File: src/inc/brake_pkg.sv
//////////////////////////////////////////////////////////////////////////////
//////////////////////////////////////////////////////////////////////////////
package brake_pkg;

  // Object dictionary indices.
  localparam logic [15:0] IDX_IDLE_TIME = 16'h2036;
  localparam logic [15:0] IDX_REDUCTION = 16'h2037;
  localparam logic [15:0] IDX_BRAKE_TIMING = 16'h2038;
  localparam logic [15:0] IDX_CURRENTS = 16'h2039;

  // Subindices shared by both groups; SUB_6 is used by the timing group only.
  localparam logic [7:0] SUB_COUNT = 8'h00;
  localparam logic [7:0] SUB_1 = 8'h01;
  localparam logic [7:0] SUB_2 = 8'h02;
  localparam logic [7:0] SUB_3 = 8'h03;
  localparam logic [7:0] SUB_4 = 8'h04;
  localparam logic [7:0] SUB_5 = 8'h05;
  localparam logic [7:0] SUB_6 = 8'h06;

  // Entry counts and reset values.
  localparam logic [7:0] BRAKE_ENTRY_COUNT = 8'h06;
  localparam logic [7:0] CURRENT_ENTRY_COUNT = 8'h05;
  localparam logic [31:0] DEFAULT_DELAY_MS = 32'h000003e8;
  localparam logic [31:0] DEFAULT_START_MS = 32'h00000000;
  localparam logic [31:0] DEFAULT_IDLE_MS = 32'h000003e8;
  localparam logic [31:0] DEFAULT_REDUCTION = 32'hffffffce;
  localparam logic [31:0] DEFAULT_PWM_FREQ = 32'h00000000;
  localparam logic [31:0] DEFAULT_PWM_DUTY = 32'h00000000;

  // Accepted ranges.
  localparam logic [31:0] FREQ_PLAIN_MAX = 32'h00000032;
  localparam logic [31:0] FREQ_PWM_MIN = 32'h000007d0;
  localparam logic [31:0] FREQ_PWM_MAX = 32'h00004e20;
  localparam logic [31:0] DUTY_MIN = 32'h00000002;
  localparam logic [31:0] DUTY_MAX = 32'h00000064;
  localparam logic signed [31:0] PERCENT_MIN = -32'sd100;
  localparam logic signed [31:0] PERCENT_FULL = 32'sd100;

  // Timing.
  localparam int CLOCK_HZ = 125000000;
  localparam int MS_PER_TICK = 1;
  localparam int MS_PER_SECOND = 1000;
  localparam int CYCLES_PER_MS = CLOCK_HZ / MS_PER_SECOND * MS_PER_TICK;
  localparam logic [31:0] CLOCK_HZ_W = 32'd125000000;
  localparam logic [31:0] CYCLES_PER_PERCENT = 32'd1250000;

endpackage : brake_pkg

File: src/hw/brake_pwm.sv
`timescale 1ns/100ps
//////////////////////////////////////////////////////////////////////////////
// Brake output stage with a phase accumulator PWM.
module brake_pwm (
  input wire logic ref_clk,
  input wire logic rst_n,
  input wire logic brakeOpen,
  input wire logic [31:0] freqHz,
  input wire logic [31:0] dutyPct,
  output logic brakeOut
);

  logic [31:0] phase_q;
  logic [31:0] phase_d;
  logic out_q;
  logic out_d;
  logic [31:0] threshold;

  // The accumulator adds the frequency each cycle and wraps at the clock rate,
  // so one wrap is one PWM period without a divider.
  always_comb begin
    threshold = 32'(dutyPct * brake_pkg::CYCLES_PER_PERCENT);
    if (phase_q + freqHz >= brake_pkg::CLOCK_HZ_W) begin
      phase_d = phase_q + freqHz - brake_pkg::CLOCK_HZ_W;
    end else begin
      phase_d = phase_q + freqHz;
    end
    if (!brakeOpen) begin
      out_d = 1'b0;
    end else if (dutyPct == '0 || freqHz == '0) begin
      out_d = 1'b1;
    end else begin
      out_d = (phase_q < threshold);
    end
  end

  always_ff @(posedge ref_clk or negedge rst_n) begin
    if (!rst_n) begin
      phase_q <= '0;
      out_q <= 1'b0;
    end else begin
      phase_q <= phase_d;
      out_q <= out_d;
    end
  end

  assign brakeOut = out_q;

endmodule // brake_pwm

File: src/hw/brake_sequencer.sv
`timescale 1ns/100ps
//////////////////////////////////////////////////////////////////////////////
// Brake sequencing, standstill current reduction and current readout, with
// object dictionary access by index and subindex.
module brake_sequencer #(
  parameter int CYCLES_PER_MS = brake_pkg::CYCLES_PER_MS
) (
  input wire logic ref_clk,
  input wire logic rst_n,
  input wire logic odWrite,
  input wire logic odRead,
  input wire logic [15:0] odIndex,
  input wire logic [7:0] odSubindex,
  input wire logic [31:0] odWriteData,
  output logic [31:0] odReadData,
  output logic odAck,
  output logic odError,
  input wire logic enableRequest,
  input wire logic motorStandstill,
  input wire logic closedLoopActive,
  input wire logic [31:0] ratedCurrentMa,
  input wire logic signed [31:0] measDirect,
  input wire logic signed [31:0] measQuadrature,
  input wire logic signed [31:0] measAlpha,
  input wire logic signed [31:0] measBeta,
  input wire logic signed [31:0] measActual,
  output logic motorCurrentOn,
  output logic brakeOpenCmd,
  output logic brakeOut,
  output logic operationEnabled,
  output logic reductionActive,
  output logic [31:0] currentSetpointMa
);

  //////////////////////////////////////////////////////////////////////////////
  // Helper functions.

  // Standstill current from the reduction setting.
  function automatic logic [31:0] reducedCurrent(input logic signed [31:0] setting,
                                                 input logic [31:0] rated);
    logic [63:0] prod;
    logic [63:0] quot;
    prod = '0;
    quot = '0;
    if (setting >= 0 && $unsigned(setting) < rated) begin
      reducedCurrent = $unsigned(setting);
    end else if (setting < 0 && setting >= brake_pkg::PERCENT_MIN) begin
      // A setting of -100 gives a zero factor and so zero current.
      prod = {32'h0, rated} * 64'($unsigned(setting + brake_pkg::PERCENT_FULL));
      quot = prod / 64'(brake_pkg::PERCENT_FULL);
      reducedCurrent = quot[31:0];
    end else begin
      reducedCurrent = rated; // Out-of-range settings leave the current unreduced.
    end
  endfunction

  // True once the millisecond count has reached the delay.
  function automatic logic elapsed(input logic [31:0] count, input logic [31:0] delay);
    elapsed = (count >= delay);
  endfunction

  //////////////////////////////////////////////////////////////////////////////
  // Millisecond time base.

  logic msTick;

  ms_tick_divider #(
    .CYCLES(CYCLES_PER_MS)
  ) u_tick (
    .ref_clk(ref_clk),
    .rst_n(rst_n),
    .msTick(msTick)
  );

  //////////////////////////////////////////////////////////////////////////////
  // Configuration registers.

  logic [31:0] closeIdle_q, closeIdle_d;
  logic [31:0] shutdownIdle_q, shutdownIdle_d;
  logic [31:0] openDelay_q, openDelay_d;
  logic [31:0] startDelay_q, startDelay_d;
  logic [31:0] pwmFreq_q, pwmFreq_d;
  logic [31:0] pwmDuty_q, pwmDuty_d;
  logic [31:0] idleTime_q, idleTime_d;
  logic signed [31:0] reduction_q, reduction_d;
  logic [31:0] readData_q, readData_d;
  logic ack_q, ack_d;
  logic error_q, error_d;

  // Decode one access per cycle; a write with an unaccepted value is refused
  // and leaves the stored value alone, so the brake never sees a bad setting.
  always_comb begin
    closeIdle_d = closeIdle_q;
    shutdownIdle_d = shutdownIdle_q;
    openDelay_d = openDelay_q;
    startDelay_d = startDelay_q;
    pwmFreq_d = pwmFreq_q;
    pwmDuty_d = pwmDuty_q;
    idleTime_d = idleTime_q;
    reduction_d = reduction_q;
    readData_d = readData_q;
    ack_d = odWrite || odRead;
    error_d = 1'b0;
    if (odIndex == brake_pkg::IDX_IDLE_TIME && odSubindex == brake_pkg::SUB_COUNT) begin
      readData_d = idleTime_q;
      if (odWrite) idleTime_d = odWriteData;
    end else if (odIndex == brake_pkg::IDX_REDUCTION && odSubindex == brake_pkg::SUB_COUNT) begin
      readData_d = reduction_q;
      if (odWrite) reduction_d = odWriteData;
    end else if (odIndex == brake_pkg::IDX_BRAKE_TIMING) begin
      if (odSubindex == brake_pkg::SUB_COUNT) begin
        readData_d = {24'h0, brake_pkg::BRAKE_ENTRY_COUNT};
        error_d = odWrite;
      end else if (odSubindex == brake_pkg::SUB_1) begin
        readData_d = closeIdle_q;
        if (odWrite) closeIdle_d = odWriteData;
      end else if (odSubindex == brake_pkg::SUB_2) begin
        readData_d = shutdownIdle_q;
        if (odWrite) shutdownIdle_d = odWriteData;
      end else if (odSubindex == brake_pkg::SUB_3) begin
        readData_d = openDelay_q;
        if (odWrite) openDelay_d = odWriteData;
      end else if (odSubindex == brake_pkg::SUB_4) begin
        readData_d = startDelay_q;
        if (odWrite) startDelay_d = odWriteData;
      end else if (odSubindex == brake_pkg::SUB_5) begin
        readData_d = pwmFreq_q;
        if (odWrite) begin
          if (odWriteData <= brake_pkg::FREQ_PLAIN_MAX ||
              (odWriteData >= brake_pkg::FREQ_PWM_MIN &&
               odWriteData <= brake_pkg::FREQ_PWM_MAX)) begin
            pwmFreq_d = odWriteData;
          end else begin
            error_d = 1'b1;
          end
        end
      end else if (odSubindex == brake_pkg::SUB_6) begin
        readData_d = pwmDuty_q;
        if (odWrite) begin
          if (odWriteData == '0 || (odWriteData >= brake_pkg::DUTY_MIN &&
                                    odWriteData <= brake_pkg::DUTY_MAX)) begin
            pwmDuty_d = odWriteData;
          end else begin
            error_d = 1'b1;
          end
        end
      end else begin
        readData_d = '0;
        error_d = ack_d;
      end
    end else if (odIndex == brake_pkg::IDX_CURRENTS) begin
      // The whole readout group is read only.
      error_d = odWrite;
      if (odSubindex == brake_pkg::SUB_COUNT) begin
        readData_d = {24'h0, brake_pkg::CURRENT_ENTRY_COUNT};
      end else if (odSubindex == brake_pkg::SUB_1) begin
        readData_d = closedLoopActive ? measDirect : '0;
      end else if (odSubindex == brake_pkg::SUB_2) begin
        readData_d = closedLoopActive ? measQuadrature : '0;
      end else if (odSubindex == brake_pkg::SUB_3) begin
        readData_d = measAlpha;
      end else if (odSubindex == brake_pkg::SUB_4) begin
        readData_d = measBeta;
      end else if (odSubindex == brake_pkg::SUB_5) begin
        readData_d = measActual;
      end else begin
        readData_d = '0;
        error_d = ack_d;
      end
    end else begin
      readData_d = '0;
      error_d = ack_d;
    end
    if (!ack_d) begin
      readData_d = readData_q;
    end
  end

  always_ff @(posedge ref_clk or negedge rst_n) begin
    if (!rst_n) begin
      closeIdle_q <= brake_pkg::DEFAULT_DELAY_MS;
      shutdownIdle_q <= brake_pkg::DEFAULT_DELAY_MS;
      openDelay_q <= brake_pkg::DEFAULT_DELAY_MS;
      startDelay_q <= brake_pkg::DEFAULT_START_MS;
      pwmFreq_q <= brake_pkg::DEFAULT_PWM_FREQ;
      pwmDuty_q <= brake_pkg::DEFAULT_PWM_DUTY;
      idleTime_q <= brake_pkg::DEFAULT_IDLE_MS;
      reduction_q <= brake_pkg::DEFAULT_REDUCTION;
      readData_q <= '0;
      ack_q <= 1'b0;
      error_q <= 1'b0;
    end else begin
      closeIdle_q <= closeIdle_d;
      shutdownIdle_q <= shutdownIdle_d;
      openDelay_q <= openDelay_d;
      startDelay_q <= startDelay_d;
      pwmFreq_q <= pwmFreq_d;
      pwmDuty_q <= pwmDuty_d;
      idleTime_q <= idleTime_d;
      reduction_q <= reduction_d;
      readData_q <= readData_d;
      ack_q <= ack_d;
      error_q <= error_d;
    end
  end

  assign odReadData = readData_q;
  assign odAck = ack_q;
  assign odError = error_q;

  //////////////////////////////////////////////////////////////////////////////
  // Brake sequence state machine.

  typedef enum logic [2:0] {
    ST_OFF,
    ST_OPEN_WAIT,
    ST_START_WAIT,
    ST_ENABLED,
    ST_CLOSE_WAIT,
    ST_SHUTDOWN_WAIT
  } seq_state_e;

  seq_state_e state_q, state_d;
  logic [31:0] seqMs_q, seqMs_d;

  // The ms counter restarts on every state change; a delay of zero passes in
  // one cycle. Because the tick is free running, a delay of N ms lasts
  // between N-1 and N ms, the usual trade-off of a shared time base.
  always_comb begin
    state_d = state_q;
    case (state_q)
      ST_OFF: begin
        if (enableRequest) state_d = ST_OPEN_WAIT;
      end
      ST_OPEN_WAIT: begin
        if (!enableRequest) state_d = ST_OFF;
        else if (elapsed(seqMs_q, openDelay_q)) state_d = ST_START_WAIT;
      end
      ST_START_WAIT: begin
        if (!enableRequest) state_d = ST_CLOSE_WAIT;
        else if (elapsed(seqMs_q, startDelay_q)) state_d = ST_ENABLED;
      end
      ST_ENABLED: begin
        if (!enableRequest && motorStandstill) state_d = ST_CLOSE_WAIT;
      end
      ST_CLOSE_WAIT: begin
        if (enableRequest) state_d = ST_ENABLED;
        else if (elapsed(seqMs_q, closeIdle_q)) state_d = ST_SHUTDOWN_WAIT;
      end
      ST_SHUTDOWN_WAIT: begin
        if (elapsed(seqMs_q, shutdownIdle_q)) state_d = ST_OFF;
      end
      default: state_d = ST_OFF;
    endcase
    if (state_d != state_q) begin
      seqMs_d = '0;
    end else if (msTick && seqMs_q != '1) begin
      seqMs_d = seqMs_q + 32'h1;
    end else begin
      seqMs_d = seqMs_q;
    end
  end

  always_ff @(posedge ref_clk or negedge rst_n) begin
    if (!rst_n) begin
      state_q <= ST_OFF;
      seqMs_q <= '0;
    end else begin
      state_q <= state_d;
      seqMs_q <= seqMs_d;
    end
  end

  //////////////////////////////////////////////////////////////////////////////
  // Sequence outputs and standstill reduction.

  logic [31:0] idleMs_q, idleMs_d;
  logic reduce_q, reduce_d;
  logic [31:0] setpoint_q, setpoint_d;
  logic currentOn_q, currentOn_d;
  logic brakeCmd_q, brakeCmd_d;
  logic opEnabled_q, opEnabled_d;

  // Current is on in every state but off; the brake is open only from the
  // end of the open delay until the close idle time has run out.
  always_comb begin
    currentOn_d = (state_d != ST_OFF);
    brakeCmd_d = (state_d == ST_START_WAIT || state_d == ST_ENABLED ||
                  state_d == ST_CLOSE_WAIT);
    opEnabled_d = (state_d == ST_ENABLED);
    if (!motorStandstill || !currentOn_q) begin
      idleMs_d = '0;
    end else if (msTick && idleMs_q != '1) begin
      idleMs_d = idleMs_q + 32'h1;
    end else begin
      idleMs_d = idleMs_q;
    end
    reduce_d = currentOn_q && motorStandstill && elapsed(idleMs_q, idleTime_q);
    if (reduce_q) begin
      setpoint_d = reducedCurrent(reduction_q, ratedCurrentMa);
    end else begin
      setpoint_d = ratedCurrentMa;
    end
  end

  always_ff @(posedge ref_clk or negedge rst_n) begin
    if (!rst_n) begin
      idleMs_q <= '0;
      reduce_q <= 1'b0;
      setpoint_q <= '0;
      currentOn_q <= 1'b0;
      brakeCmd_q <= 1'b0;
      opEnabled_q <= 1'b0;
    end else begin
      idleMs_q <= idleMs_d;
      reduce_q <= reduce_d;
      setpoint_q <= setpoint_d;
      currentOn_q <= currentOn_d;
      brakeCmd_q <= brakeCmd_d;
      opEnabled_q <= opEnabled_d;
    end
  end

  assign motorCurrentOn = currentOn_q;
  assign brakeOpenCmd = brakeCmd_q;
  assign operationEnabled = opEnabled_q;
  assign reductionActive = reduce_q;
  assign currentSetpointMa = setpoint_q;

  //////////////////////////////////////////////////////////////////////////////
  // Brake driver.

  brake_pwm u_pwm (
    .ref_clk(ref_clk),
    .rst_n(rst_n),
    .brakeOpen(brakeCmd_q),
    .freqHz(pwmFreq_q),
    .dutyPct(pwmDuty_q),
    .brakeOut(brakeOut)
  );

endmodule // brake_sequencer

File: src/hw/ms_tick_divider.sv
`timescale 1ns/100ps
//////////////////////////////////////////////////////////////////////////////
// Divides the reference clock down to a one-cycle pulse every millisecond.
module ms_tick_divider #(
  parameter int CYCLES = brake_pkg::CYCLES_PER_MS
) (
  input wire logic ref_clk,
  input wire logic rst_n,
  output logic msTick
);

  logic [31:0] count_q;
  logic [31:0] count_d;

  // The pulse comes from the wrap so it is exactly one cycle wide.
  always_comb begin
    if (count_q == 32'(CYCLES - 1)) begin
      count_d = '0;
    end else begin
      count_d = count_q + 32'h1;
    end
  end

  always_ff @(posedge ref_clk or negedge rst_n) begin
    if (!rst_n) begin
      count_q <= '0;
    end else begin
      count_q <= count_d;
    end
  end

  assign msTick = (count_q == 32'(CYCLES - 1));

endmodule // ms_tick_divider

File: config.mk
export PLATFORM = sky130hd
export DESIGN_NAME = brake_sequencer
export DESIGN_NICKNAME = d
export VERILOG_FILES = /design/src/inc/brake_pkg.sv /design/src/hw/brake_pwm.sv /design/src/hw/brake_sequencer.sv /design/src/hw/ms_tick_divider.sv
export SDC_FILE = /design/constraint.sdc
export NUM_CORES = 2
export LEC_CHECK = 0
export ABC_AREA = 0
export BUFFER_PORTS_ARGS = -buffer_cell sky130_fd_sc_hd__buf_2
export CAP_MARGIN = 20
export CORE_MARGIN = 1.5
export CORE_UTILIZATION = 56
export DETAILED_ROUTE_END_ITERATION = 16
export PLACE_DENSITY_LB_ADDON = 0.1
export SETUP_SLACK_MARGIN = 0.1
export SLEW_MARGIN = 20
export SYNTH_ARGS = -nofsm -noshare
export SYNTH_HDL_FRONTEND = slang
export SYNTH_HIERARCHICAL = 1
export SYNTH_SLANG_ARGS = --single-unit
export TNS_END_PERCENT = 10
File: constraint.sdc
create_clock -name ref_clk -period 40.6 [get_ports ref_clk]
set_input_delay 2.03 -clock ref_clk [delete_from_list [all_inputs] [get_ports ref_clk]]
set_output_delay 2.03 -clock ref_clk [all_outputs]
set_load 0.01 [all_outputs]
==> impl_metrics.env <==
export IMPL_numCtsBuffers=49
export IMPL_overflow=0
export IMPL_slew_viol_final=0
export IMPL_fin_cells=13440
export IMPL_synth_seq_area_share_pct=13.70
export IMPL_fin_util_pct=69.07
export IMPL_routed_wl_um=304900
export IMPL_reg2reg_depth=191
export IMPL_synth_area_top_cells="fa_1, dfrtp_1, ha_1"
export IMPL_arrival_ns=44.71
export IMPL_relSlewSlack_pct=8.123
export IMPL_drtIter0Drc=6585
export IMPL_die_area_um2=152600
export IMPL_worstReg2RegStart="reduction_q[3]$_DFFE_PN1P_"
export IMPL_die_w_um=390.7
export IMPL_crit_family="compound AO/OA/AOI/OAI gates"
export IMPL_grtUsageTotal_pct=39.86
export IMPL_crit_buf_inv=32
export IMPL_rsz0062_at_grt="true"
export IMPL_endpoint="currentSetpointMa[0]$_DFF_PN0_"
export IMPL_io_buffers=325
export IMPL_yosys_warnings=6
export IMPL_cts_root_buf="clkbuf_16"
export IMPL_start_util_pct=56.26
export IMPL_hp_class="register to register"
export IMPL_synth_top_area_cell="fa_1"
export IMPL_timing_critical_path_from="reduction_q[3]$_DFFE_PN1P_"
export IMPL_reg2reg_slack_ns=-3.53
export IMPL_setup_violations=8
export IMPL_yosysUniqueCellTypes=190
export IMPL_cts_tree="yes"
export IMPL_cts_reportedPaths_clkPinSlew_ns=0.07
export IMPL_worstSetupPathDepth=191
export IMPL_start_kind="register"
export IMPL_setup_tns_ns=-17.32
export IMPL_worst_slew_pin_slew_ns=1.364
export IMPL_synth_seq_cells=458
export IMPL_synth_cells=9830
export IMPL_worstPathRequired_ns=41.18
export IMPL_via_per_inst=5.959
export IMPL_num_rows=142
export IMPL_grt_pass1_wl_um=471800
export IMPL_nets=13290
export IMPL_firstDrtPassIters=7
export IMPL_drcViolationCount=0
export IMPL_cts_sinks=458
export IMPL_syn_cell_area_um2=84160
export IMPL_failed_checks="setup timing"
export IMPL_maxCapViolCount=0
export IMPL_fmaxAchievable_mhz=22.66
export IMPL_crit_type="register to register"
export IMPL_cts_htree_levels=2
export IMPL_syn_avg_cell_area_um2=8.562
export IMPL_final_common_cell="buf_4"
export IMPL_drive_gt1_share_pct=26.37
export IMPL_path_max_fanout=8
export IMPL_coreArea_um2=149600
export IMPL_layout_setup_ws_ns=-3.531
export IMPL_placement_setup_worst_slack_ns=-4.329
export IMPL_clk_latency_ns=0.66
export IMPL_hold_viol=0
export IMPL_cp_slowest_stage_delay_ns=0.61
export IMPL_post_drt_wl_per_cell_um=22.68
export IMPL_slowest_stage="fa_1"
export IMPL_fin_skew_ns=0.07992
export IMPL_grt_max_degree=169
export IMPL_grt_pass1_vias=82090
export IMPL_n_fill_cell=12260
export IMPL_fin_crit_ns=44.13
export IMPL_dp_cells=13230
export IMPL_ys_flop_type="dfrtp_1"
export IMPL_num_vias=80090
export IMPL_yosysTopAreaCellShare_pct=23.62
export IMPL_synthArstFlopShare_pct=100.0
export IMPL_drt_antenna_violating_nets=0
export IMPL_synth_nets=11760
export IMPL_fp_dieH_um=390.7
export IMPL_clockBufferDepth=3
export IMPL_gp_congestion=1.027
export IMPL_crit_path_end_kind="register"
export IMPL_synth_edf_count=0
export IMPL_fin_crit_sh_pct=108.7
export IMPL_final_cell_mix="buf_4, inv_1, nand2_1"
export IMPL_r2r_end="currentSetpointMa[0]$_DFF_PN0_"
export IMPL_hpwlAfterDp_um=250500
export IMPL_antenna_found_initial=24
export IMPL_syn_to_final_growth_pct=22.76
export IMPL_status="finished, violations left"
export IMPL_num_io_pins=326
export IMPL_cpMostUsedCell="buf_4"
[sequential cells by signal (all words and copies together) (netlist names), 3 cells and up]
name,cells
currentSetpointMa,32
reduction_q,32
seqMs_q,32
pwmDuty_q,32
closeIdle_q,32
shutdownIdle_q,32
odReadData,32
openDelay_q,32
u_pwm/phase_q,32
pwmFreq_q,32
idleMs_q,32
state_q,3
u_tick/count_q,32
startDelay_q,32
idleTime_q,32
[layer usage]
metal | GRT usage (%) | wire length (um) | vias to the layer above
met5 | 0 | 45 | -
met4 | 21.76 | 20630 | 6
met3 | 7.316 | 25500 | 892
met2 | 64.26 | 139500 | 3634
met1 | 50.68 | 119200 | 39510
li1 | - | - | 36040
[per-stage QoR]
step	hold WS, ns	area [um2]
finish	0.4656	103300
CTS	0.4710	102200
global placement	0.4444	98880
detailed placement	0.4615	98880
floorplan	0.4251	84850
global route	0.4834	103300
[cells by family (layout without fill, tap and decap cells)]
kind of cell / after synthesis / count (layout) / synth area share, %
and+or+nand+nor: 3097 / 3097 / 18.22
AOI/OAI and AO/OA: 2002 / 2004 / 17.10
buffers and inverters: 1913 / 3483 / 9.223
adders and majority gates: 1683 / 1683 / 33.85
DFF: 458 / 458 / 13.70
xor gates and xnor gates: 390 / 391 / 4.183
muxes: 287 / 287 / 3.731
other: 0 / 20 / 0
[synthesized netlist by cell type, types with 36 or more instances]
cell type	instances
o21ai_0	373
or3_1	53
o211ai_1	74
and2_1	352
nor3_1	117
and3_1	72
o21ai_1	81
nand4_1	87
nand2b_1	92
o21a_1	54
mux2i_1	106
a21o_1	84
a221oi_1	44
a21oi_1	436
xnor2_1	226
ha_1	680
dfstp_2	53
dfrtp_1	405
nor2b_1	76
a22o_1	36
mux2_2	167
clkbuf_1	324
a22oi_1	45
o22ai_1	48
buf_6	51
a31oi_1	73
nand2_1	1129
xor2_1	153
a211oi_1	38
o31ai_1	39
nand3_1	208
fa_1	993
nor2_1	591
nor4_1	39
inv_1	1432
[layout make-up]
type	count	area, um2	share of cell area, %
Multi-Input combinational cell	7462	67630	65.45
Clock buffer	69	1361	1.318
Timing Repair Buffer	1938	14550	14.08
Antenna cell	20	50.05	0.04844
Sequential cell	458	11530	11.16
Clock inverter	22	222.7	0.2156
Tap cell	2016	2522	2.441
Inverter	1454	5461	5.286
[worst reg2reg max path: cells and delay by family (launching register included)]
kind / cells / cell delay, ns
buffers and inverters: 32 / 4.85
adders and majority gates: 10 / 5.05
muxes: 4 / 0.92
xor gates and xnor gates: 8 / 1.72
DFF: 1 / 0.55
and+or+nand+nor: 41 / 8.94
AOI/OAI and AO/OA: 96 / 22.09
[how the worst min path moves through the flow]
stage	startpoint	to	slack [ns]	cells past startpoint
2_1_floorplan	u_tick/count_q[0]$_DFF_PN0_	u_tick/count_q[0]$_DFF_PN0_	0.43	1
3_3_place_gp	u_tick/count_q[0]$_DFF_PN0_	u_tick/count_q[0]$_DFF_PN0_	0.44	1
3_5_place_dp	u_tick/count_q[31]$_DFF_PN0_	u_tick/count_q[31]$_DFF_PN0_	0.46	1
4_1_cts	u_tick/count_q[0]$_DFF_PN0_	u_tick/count_q[0]$_DFF_PN0_	0.47	1
5_1_grt	u_tick/count_q[2]$_DFF_PN0_	u_tick/count_q[2]$_DFF_PN0_	0.48	1
6_report	u_tick/count_q[0]$_DFF_PN0_	u_tick/count_q[0]$_DFF_PN0_	0.47	1
[timing repair]
item                       in CTS  in global routing
resized for setup             245                135
cloned                          3                  1
buffers inserted               60                 32
hold buffers                    0                  0
setup endpoints to repair       9                 11
pin swaps                     176                113
Power is not shown: default switching activity piles up to over one toggle a cycle in this logic, so the estimate is an artifact.
